**src/cfg_header_pkg.sv**
```systemverilog
// Constants and carrier types for the configuration header window
package cfg_header_pkg;

   // ------------------------------------------------------------
   // Configuration offsets (byte offsets, dword aligned access)
   // ------------------------------------------------------------
   localparam logic [7:0] OFS_HOLD_LINE = 8'h0c;
   localparam logic [7:0] OFS_LAYOUT_SELFTEST = 8'h0e;
   localparam logic [7:0] OFS_HOST_CTRL_BASE = 8'h10;
   localparam logic [7:0] OFS_VENDOR_EXT_BASE = 8'h14;
   localparam logic [5:0] DW_HOLD_LINE = 6'h03;
   localparam logic [5:0] DW_HOST_CTRL_BASE = 6'h04;
   localparam logic [5:0] DW_VENDOR_EXT_BASE = 6'h05;

   // ------------------------------------------------------------
   // Field positions
   // ------------------------------------------------------------
   localparam int LINE_BURST_LSB = 0;
   localparam int HOLD_LIMIT_LSB = 8;
   localparam int LAYOUT_LSB = 16;
   localparam int SELFTEST_LSB = 24;
   localparam int HOST_CTRL_BASE_LSB = 11;
   localparam int VENDOR_EXT_BASE_LSB = 14;

   // ------------------------------------------------------------
   // Reset and fixed values
   // ------------------------------------------------------------
   localparam logic [7:0] LINE_BURST_RESET = 8'h00;
   localparam logic [7:0] HOLD_LIMIT_RESET = 8'h00;
   localparam logic [7:0] SELFTEST_VALUE = 8'h00;
   localparam logic [7:0] LAYOUT_VALUE = 8'h00;
   localparam logic [31:0] BASE_RESET = 32'h0000_0000;
   localparam logic [31:0] HOST_CTRL_WR_MASK = 32'hffff_f800;
   localparam logic [31:0] VENDOR_EXT_WR_MASK = 32'hffff_c000;
   localparam logic [31:0] UNMAPPED_READ = 32'h0000_0000;

   // ------------------------------------------------------------
   // Bus commands that use the line burst length
   // ------------------------------------------------------------
   localparam logic [3:0] CMD_MEM_READ_MULTIPLE = 4'hc;
   localparam logic [3:0] CMD_MEM_READ_LINE = 4'he;
   localparam logic [3:0] CMD_MEM_WRITE_INVALIDATE = 4'hf;

   // ------------------------------------------------------------
   // Carriers
   // ------------------------------------------------------------
   typedef struct packed {
      logic rd;
      logic wr;
      logic [7:0] addr;
      logic [3:0] be;
      logic [31:0] wdata;
   } cfg_req_s;

   typedef struct packed {
      logic ack;
      logic [31:0] rdata;
   } cfg_resp_s;

   typedef enum logic [2:0] {
      INIT_IDLE = 3'b001,
      INIT_ACTIVE = 3'b010,
      INIT_EXPIRED = 3'b100
   } init_state_e;

endpackage

```
**src/initiator_hold_timer.sv**
```systemverilog
// Initiator hold counter that flags when the programmed limit is reached
`timescale 1ns/10ps

module initiator_hold_timer #(
   parameter int WIDTH = 8
) (
   // Clock and reset
   input wire logic clk_in,
   input wire logic reset_in,
   // Control
   input wire logic start_in,
   input wire logic run_in,
   input wire logic [WIDTH-1:0] limit_in,
   // Status
   output logic expired_out
);

   initial begin
      if (WIDTH < 1 || WIDTH > 16) begin
         $error("initiator_hold_timer: WIDTH out of range");
      end
   end

   logic [WIDTH-1:0] count_q;
   logic [WIDTH-1:0] count_d;
   logic expired_d;
   wire at_limit = (count_q == limit_in);

   // Restart from zero on every bus start; hold at limit
   assign count_d = start_in ? '0 :
                    (run_in && !at_limit) ? count_q + 1'b1 : count_q;
   assign expired_d = start_in ? 1'b0 : (run_in && at_limit);

   always_ff @(posedge clk_in) begin
      if (reset_in) begin
         count_q <= '0;
         expired_out <= 1'b0;
      end else begin
         count_q <= count_d;
         expired_out <= expired_d;
      end
   end

endmodule

```
**src/cfg_header_window.sv**
```systemverilog
// Configuration header window: hold limit, line burst, header fields, two window bases
`timescale 1ns/10ps

module cfg_header_window #(
   parameter int HOLD_WIDTH = 8,
   parameter int ADDR_WIDTH = 32
) (
   // Clock and reset
   input wire logic clk_in,
   input wire logic reset_in,
   // Configuration access
   input wire cfg_header_pkg::cfg_req_s cfg_req_in,
   output cfg_header_pkg::cfg_resp_s cfg_resp_out,
   // Initiator bus activity
   input wire logic frame_start_in,
   input wire logic [3:0] bus_cmd_in,
   input wire logic txn_done_in,
   input wire logic gnt_n_in,
   output logic initiator_stop_out,
   output logic hold_expired_out,
   output logic [7:0] burst_limit_out,
   // Target memory decode
   input wire logic mem_space_en_in,
   input wire logic mem_addr_valid_in,
   input wire logic [ADDR_WIDTH-1:0] mem_addr_in,
   output logic host_ctrl_hit_out,
   output logic vendor_ext_hit_out,
   // Programmed values for the rest of the function
   output logic [7:0] line_burst_length_out,
   output logic [7:0] hold_limit_out,
   output logic [31:0] host_ctrl_base_out,
   output logic [31:0] vendor_ext_base_out
);

   // ------------------------------------------------------------
   // Elaboration checks
   // ------------------------------------------------------------
   initial begin
      if (HOLD_WIDTH != 8) begin
         $error("cfg_header_window: hold limit field is 8 bits");
      end
      if (ADDR_WIDTH != 32) begin
         $error("cfg_header_window: windows decode 32-bit addresses");
      end
   end

   // ------------------------------------------------------------
   // Helpers
   // ------------------------------------------------------------
   function automatic logic [31:0] be_mask(input logic [3:0] be);
      be_mask = {{8{be[3]}}, {8{be[2]}}, {8{be[1]}}, {8{be[0]}}};
   endfunction

   function automatic logic [31:0] merge_write(input logic [31:0] old_val, input logic [31:0] new_val,
                                               input logic [3:0] be, input logic [31:0] wr_mask);
      logic [31:0] m;
      m = be_mask(be) & wr_mask;
      merge_write = (old_val & ~m) | (new_val & m);
   endfunction

   function automatic logic window_hit(input logic [31:0] addr, input logic [31:0] base,
                                       input logic [31:0] mask);
      window_hit = ((addr & mask) == (base & mask));
   endfunction

   // ------------------------------------------------------------
   // Register state
   // ------------------------------------------------------------
   logic [7:0] line_burst_length_q;
   logic [7:0] line_burst_length_d;
   logic [7:0] hold_limit_q;
   logic [7:0] hold_limit_d;
   logic [31:0] host_ctrl_base_q;
   logic [31:0] host_ctrl_base_d;
   logic [31:0] vendor_ext_base_q;
   logic [31:0] vendor_ext_base_d;

   // ------------------------------------------------------------
   // Configuration decode
   // ------------------------------------------------------------
   wire [5:0] cfg_dword = cfg_req_in.addr[7:2];
   wire cfg_wr = cfg_req_in.wr;
   wire cfg_rd = cfg_req_in.rd;
   wire sel_hold_line = (cfg_dword == cfg_header_pkg::DW_HOLD_LINE);
   wire sel_host_ctrl = (cfg_dword == cfg_header_pkg::DW_HOST_CTRL_BASE);
   wire sel_vendor_ext = (cfg_dword == cfg_header_pkg::DW_VENDOR_EXT_BASE);
   wire wr_hold_line = cfg_wr && sel_hold_line;
   wire wr_host_ctrl = cfg_wr && sel_host_ctrl;
   wire wr_vendor_ext = cfg_wr && sel_vendor_ext;

   // Upper half of the 0ch dword (layout and self-test) takes no write data
   wire [31:0] hold_line_wr_mask = 32'h0000_ffff;
   wire [31:0] hold_line_cur = {16'h0000, hold_limit_q, line_burst_length_q};
   wire [31:0] hold_line_new = merge_write(hold_line_cur, cfg_req_in.wdata, cfg_req_in.be,
                                           hold_line_wr_mask);

   // ------------------------------------------------------------
   // Next register values
   // ------------------------------------------------------------
   assign line_burst_length_d = wr_hold_line ?
                                hold_line_new[cfg_header_pkg::LINE_BURST_LSB +: 8] :
                                line_burst_length_q;
   assign hold_limit_d = wr_hold_line ?
                         hold_line_new[cfg_header_pkg::HOLD_LIMIT_LSB +: 8] :
                         hold_limit_q;
   // Read-only low bits never take write data
   assign host_ctrl_base_d = wr_host_ctrl ?
                             merge_write(host_ctrl_base_q, cfg_req_in.wdata, cfg_req_in.be,
                                         cfg_header_pkg::HOST_CTRL_WR_MASK) :
                             host_ctrl_base_q;
   assign vendor_ext_base_d = wr_vendor_ext ?
                              merge_write(vendor_ext_base_q, cfg_req_in.wdata, cfg_req_in.be,
                                          cfg_header_pkg::VENDOR_EXT_WR_MASK) :
                              vendor_ext_base_q;

   // ------------------------------------------------------------
   // Read data
   // ------------------------------------------------------------
   wire [31:0] rd_hold_line = {cfg_header_pkg::SELFTEST_VALUE,
                               cfg_header_pkg::LAYOUT_VALUE,
                               hold_limit_q,
                               line_burst_length_q};
   // Stored value already has read-only bits at zero
   wire [31:0] rd_host_ctrl = host_ctrl_base_q & cfg_header_pkg::HOST_CTRL_WR_MASK;
   wire [31:0] rd_vendor_ext = vendor_ext_base_q & cfg_header_pkg::VENDOR_EXT_WR_MASK;
   wire [31:0] rd_data = sel_hold_line ? rd_hold_line :
                         sel_host_ctrl ? rd_host_ctrl :
                         sel_vendor_ext ? rd_vendor_ext :
                         cfg_header_pkg::UNMAPPED_READ;
   wire [31:0] rd_data_d = cfg_rd ? (rd_data & be_mask(cfg_req_in.be)) : 32'h0000_0000;
   wire cfg_ack_d = cfg_rd || cfg_wr;

   // ------------------------------------------------------------
   // Register update
   // ------------------------------------------------------------
   always_ff @(posedge clk_in) begin
      if (reset_in) begin
         line_burst_length_q <= cfg_header_pkg::LINE_BURST_RESET;
      end else begin
         line_burst_length_q <= line_burst_length_d;
      end
   end

   always_ff @(posedge clk_in) begin
      if (reset_in) begin
         hold_limit_q <= cfg_header_pkg::HOLD_LIMIT_RESET;
      end else begin
         hold_limit_q <= hold_limit_d;
      end
   end

   always_ff @(posedge clk_in) begin
      if (reset_in) begin
         host_ctrl_base_q <= cfg_header_pkg::BASE_RESET;
      end else begin
         host_ctrl_base_q <= host_ctrl_base_d;
      end
   end

   always_ff @(posedge clk_in) begin
      if (reset_in) begin
         vendor_ext_base_q <= cfg_header_pkg::BASE_RESET;
      end else begin
         vendor_ext_base_q <= vendor_ext_base_d;
      end
   end

   always_ff @(posedge clk_in) begin
      if (reset_in) begin
         cfg_resp_out <= '0;
      end else begin
         cfg_resp_out.ack <= cfg_ack_d;
         cfg_resp_out.rdata <= rd_data_d;
      end
   end

   // ------------------------------------------------------------
   // Programmed values seen by the rest of the function
   // ------------------------------------------------------------
   always_ff @(posedge clk_in) begin
      if (reset_in) begin
         line_burst_length_out <= cfg_header_pkg::LINE_BURST_RESET;
      end else begin
         line_burst_length_out <= line_burst_length_d;
      end
   end

   always_ff @(posedge clk_in) begin
      if (reset_in) begin
         hold_limit_out <= cfg_header_pkg::HOLD_LIMIT_RESET;
      end else begin
         hold_limit_out <= hold_limit_d;
      end
   end

   always_ff @(posedge clk_in) begin
      if (reset_in) begin
         host_ctrl_base_out <= cfg_header_pkg::BASE_RESET;
      end else begin
         host_ctrl_base_out <= host_ctrl_base_d & cfg_header_pkg::HOST_CTRL_WR_MASK;
      end
   end

   always_ff @(posedge clk_in) begin
      if (reset_in) begin
         vendor_ext_base_out <= cfg_header_pkg::BASE_RESET;
      end else begin
         vendor_ext_base_out <= vendor_ext_base_d & cfg_header_pkg::VENDOR_EXT_WR_MASK;
      end
   end

   // ------------------------------------------------------------
   // Initiator hold counter
   // ------------------------------------------------------------
   cfg_header_pkg::init_state_e state_q;
   cfg_header_pkg::init_state_e state_d;
   logic timer_expired;
   logic stop_d;

   wire in_txn = (state_q != cfg_header_pkg::INIT_IDLE);

   initiator_hold_timer #(
      .WIDTH(HOLD_WIDTH)
   ) initiator_hold_timer_inst (
      .clk_in(clk_in),
      .reset_in(reset_in),
      .start_in(frame_start_in),
      .run_in(in_txn && !txn_done_in),
      .limit_in(hold_limit_q),
      .expired_out(timer_expired)
   );

   always_comb begin
      state_d = state_q;
      stop_d = 1'b0;
      case (state_q)
         cfg_header_pkg::INIT_IDLE: begin
            if (frame_start_in) begin
               state_d = cfg_header_pkg::INIT_ACTIVE;
            end
         end
         cfg_header_pkg::INIT_ACTIVE: begin
            if (txn_done_in) begin
               state_d = cfg_header_pkg::INIT_IDLE;
            end else if (timer_expired) begin
               state_d = cfg_header_pkg::INIT_EXPIRED;
            end
         end
         cfg_header_pkg::INIT_EXPIRED: begin
            if (txn_done_in) begin
               state_d = cfg_header_pkg::INIT_IDLE;
            end else if (gnt_n_in) begin
               stop_d = 1'b1;
               state_d = cfg_header_pkg::INIT_IDLE;
            end
         end
         default: begin
            state_d = cfg_header_pkg::INIT_IDLE;
         end
      endcase
   end

   always_ff @(posedge clk_in) begin
      if (reset_in) begin
         state_q <= cfg_header_pkg::INIT_IDLE;
      end else begin
         state_q <= state_d;
      end
   end

   always_ff @(posedge clk_in) begin
      if (reset_in) begin
         initiator_stop_out <= 1'b0;
      end else begin
         initiator_stop_out <= stop_d;
      end
   end

   always_ff @(posedge clk_in) begin
      if (reset_in) begin
         hold_expired_out <= 1'b0;
      end else begin
         hold_expired_out <= (state_d == cfg_header_pkg::INIT_EXPIRED);
      end
   end

   // ------------------------------------------------------------
   // Line burst length per command
   // ------------------------------------------------------------
   wire line_cmd = (bus_cmd_in == cfg_header_pkg::CMD_MEM_READ_MULTIPLE) ||
                   (bus_cmd_in == cfg_header_pkg::CMD_MEM_READ_LINE) ||
                   (bus_cmd_in == cfg_header_pkg::CMD_MEM_WRITE_INVALIDATE);
   wire [7:0] burst_limit_d = frame_start_in ? (line_cmd ? line_burst_length_q : 8'h00) :
                              burst_limit_out;

   always_ff @(posedge clk_in) begin
      if (reset_in) begin
         burst_limit_out <= 8'h00;
      end else begin
         burst_limit_out <= burst_limit_d;
      end
   end

   // ------------------------------------------------------------
   // Window decode for target memory accesses
   // ------------------------------------------------------------
   wire host_hit_d = mem_space_en_in && mem_addr_valid_in &&
                     window_hit(mem_addr_in, host_ctrl_base_q, cfg_header_pkg::HOST_CTRL_WR_MASK);
   wire vendor_hit_d = mem_space_en_in && mem_addr_valid_in &&
                       window_hit(mem_addr_in, vendor_ext_base_q, cfg_header_pkg::VENDOR_EXT_WR_MASK);

   always_ff @(posedge clk_in) begin
      if (reset_in) begin
         host_ctrl_hit_out <= 1'b0;
      end else begin
         host_ctrl_hit_out <= host_hit_d;
      end
   end

   always_ff @(posedge clk_in) begin
      if (reset_in) begin
         vendor_ext_hit_out <= 1'b0;
      end else begin
         vendor_ext_hit_out <= vendor_hit_d;
      end
   end

endmodule

```
**config.mk**
```make
export PLATFORM = sky130hd
export DESIGN_NAME = cfg_header_window
export DESIGN_NICKNAME = d
export VERILOG_FILES = /design/src/cfg_header_pkg.sv /design/src/initiator_hold_timer.sv /design/src/cfg_header_window.sv
export SDC_FILE = /design/constraint.sdc
export NUM_CORES = 1
export LEC_CHECK = 0
export ABC_AREA = 1
export BUFFER_PORTS_ARGS = -buffer_cell sky130_fd_sc_hd__buf_2
export CORE_MARGIN = 5
export CORE_UTILIZATION = 40
export CTS_BUF_LIST = sky130_fd_sc_hd__clkbuf_8
export CTS_CLUSTER_DIAMETER = 100
export DETAILED_ROUTE_END_ITERATION = 16
export PLACE_DENSITY = 0.8
export SLEW_MARGIN = 15
export SYNTH_ARGS = -nofsm -noshare
export SYNTH_HDL_FRONTEND = slang
export SYNTH_HIERARCHICAL = 1
export SYNTH_SLANG_ARGS = --single-unit
```
**constraint.sdc**
```tcl
create_clock -name clk_in -period 2.2 [get_ports clk_in]
set_clock_uncertainty 0.05 [all_clocks]
set_input_delay 0.11 -clock clk_in [delete_from_list [all_inputs] [get_ports clk_in]]
set_output_delay 0.11 -clock clk_in [all_outputs]
set_load 0.01 [all_outputs]
```
==> reports/qor.csv <==
metric;value;unit
p_leak;3.50;nW
cpPeakStageDelay;0.41;ns
timing_worst_setup_path_type;reg -> reg;
root_buffer;clkbuf_8;
cp.required;2.44;ns
grt_util_all_layers;20.6;%
via_per_inst;4.67;
p_comb_share;11.1;%
power.total;0.00361;W
critPathMaxFanout;5;
min_path_type;in -> reg;
clk_path_buf_depth;2;
syn_to_final_growth;26.8;%
post_drt_wl_per_cell;13.9;µm
synth_mux_area_share;0;%
ys_warn_count;6;
gp_congestion;0.904;
ant_nets;0;
overflow;0;
dieArea;16000;µm²
post-route-period-util;78.8;%
rsz0062_at_grt;no;
slew_viol_final;0;
ios;214;
antenna_found_initial;0;
start_kind;register;
status;complete, no violations;
start_util;40.9;%
port_buffers;175;
internal_power;0.00267;W
cp_top_family;simple AND/OR/NAND/NOR gates;
tns;0;ns
ir_drop;0.358;mV
core;13300;µm²
hold_viol;0;
drc_errors;0;
synth_xor_area_share;2.74;%
die_y;127;µm
dp_cells;1140;
cts_buffers;9;
place_hpwl;12.2;mm
antenna_cells;0;
post_cts_buffers;0;
cts-htree-levels;3;
crit_chain;inv_1 -> a31oi_1 -> nand3_1 -> nor2_1 -> and3_1 -> nand3_1 -> nand2_1 -> nor2_1;
cts_tree;built;
final.min_clock_period;1.73;ns
clock_sinks;112;
crit_buf_inv;1;
drive_gt1_share;21.9;%
p_switching;0.000943;W
drtIter0Drc;354;
wl;16.6;mm
worst_pin_slew;0.668;ns
syn_area_per_cell;6.75;µm²
vias;5564;
synth_seq_cells;112;
synthSimpleGateAreaFrac;37.6;%
stdcell_count;1191;
finalSetupViolations;0;
grt_pass1_vias;5342;
place_ws;0.483;ns
synth_cell_type_count;34;
grt_first_pass_wirelength;26.4;mm
arrival;1.98;ns
synth_compound_area_share;6.04;%
clk_pin_slew;0.10;ns
max_cap_viol_count;0;
die_w;127;µm
setup_ws;0.467;ns
power_density;523;nW/µm²
final_nets;1101;
yosysSeqAreaShare;41.2;%
firstDrtPassIters;5;
timing.fmax;0.577;GHz
pwr-share-clk;32.0;%
rows;42;
slowest_stage;a31oi_1;
swShare;26.1;%
clk_latency;0.39;ns
syn_inst;807;
end_kind;register;
grt_max_degree;46;
synth_top_family_by_area;simple AND/OR/NAND/NOR gates;
netlist_area;5440;µm²
synth_fa_ha_area_share;0.230;%
power_frac_seq;56.9;%
relSlewSlack;55.5;%
-- repair_timing --
action / CTS / global route
hold endpoints to repair: 52 / 0
gates resized for setup: 0 / 0
hold buffers: 36 / 0
-- worst reg2reg max path, stage by stage, from the launching register on --
cell,delay [ns]
dfxtp_1,0.34
inv_1,0.06
a31oi_1,0.41
nand3_1,0.17
nor2_1,0.22
and3_1,0.21
nand3_1,0.08
nand2_1,0.07
nor2_1,0.04
-- cells in the final DEF, fill, tap and decap left out, types with 2 or more instances in the layout --
cell type        n
buf_4            7
conb_1          25
nand2_2          3
dfxtp_1        112
nand2_1        226
clkbuf_8        11
nand4_1          5
inv_1           86
inv_2            6
nor4_1           9
nand4_2          2
clkinv_2         2
nand3_1         17
o21ai_0         25
dlygate4sd3_1   36
nor3_4           2
nand3_2          4
xnor2_1         11
nor3_1          10
a21oi_1         37
nand3b_1        23
nor2_1         158
xor2_1           6
o22ai_1          2
nor2_2           5
buf_2          175
-- through the flow --
stage | area (µm²) | util [%] | hold WS (ns)
floorplan | 5530 | - | 0.129
global placement | 6370 | 47.9 | 0.276
detailed placement | 6370 | 47.9 | 0.278
CTS | 6900 | 51.9 | 0.0150
global route | 6900 | 51.9 | 0.0572
finish | 6900 | 51.9 | 0.0388
-- metal layers --
layer | GRT usage [%] | vias to the layer above | share of wire [%]
li1 | - | 2847 | -
met1 | 24.9 | 2494 | 42
met2 | 36.3 | 203 | 49
met3 | 5.25 | 20 | 8.2
met4 | 5.36 | 0 | 1.3
met5 | 0 | - | 0
-- synth_stat cells (all sizes together) --
library cell / n / share of area [%]
nand3b: 23 / 3.2
a31oi: 1 / 0.11
ha: 1 / 0.23
o21ai: 25 / 2.3
clkinv: 1 / 0.069
xnor2: 11 / 1.8
nand3: 22 / 2.6
nor3b: 1 / 0.14
nor2: 164 / 12
xor2: 6 / 0.97
dfxtp: 112 / 41
nand4: 7 / 1.0
nand2: 229 / 16
and3: 1 / 0.11
conb: 1 / 0.069
buf: 39 / 5.1
o22ai: 2 / 0.23
clkbuf: 10 / 0.69
inv: 91 / 6.3
nor3: 13 / 1.7
a21oi: 37 / 3.4
nor4: 10 / 1.3
-- power by group through the flow --
stage               clock, W  sequential, W  combinational [W]
global route         0.00126        0.00206           0.000447
finish               0.00116        0.00206           0.000401
CTS                  0.00119        0.00206           0.000397
global placement           0        0.00210           0.000344
detailed placement         0        0.00210           0.000348
floorplan                  0        0.00211           0.000221
-- area by class of cell --
cell class	count	area [µm²]
Timing Repair Buffer	218	1290
Sequential cell	112	2240
Multi-Input combinational cell	578	2630
Tap cell	176	220
Clock buffer	11	151
Inverter	92	345
Fill cell	1277	6390
Clock inverter	4	21.3
-- final timing paths --
check,start,to,slack [ns],cells past startpoint
max,state_q[2],initiator_hold_timer_inst/count_q[7],0.47,8
min,mem_addr_in[15],vendor_ext_hit_out,0.04,6
max reg2reg,state_q[2],initiator_hold_timer_inst/count_q[7],0.47,8
min reg2reg,register,burst_limit_out[5],0.44,2
-- cells by family (layout without fill, tap and decap cells) --
logic type	count (synthesis)	in the layout
adders and majority gates	1	1
buffers and inverters	141	325
other	1	25
AOI/OAI and AO/OA	65	65
and+or+nand+nor	470	470
xor gates and xnor gates	17	17
DFF	112	112
No activity file was read; power rests on OpenSTA's default activity.
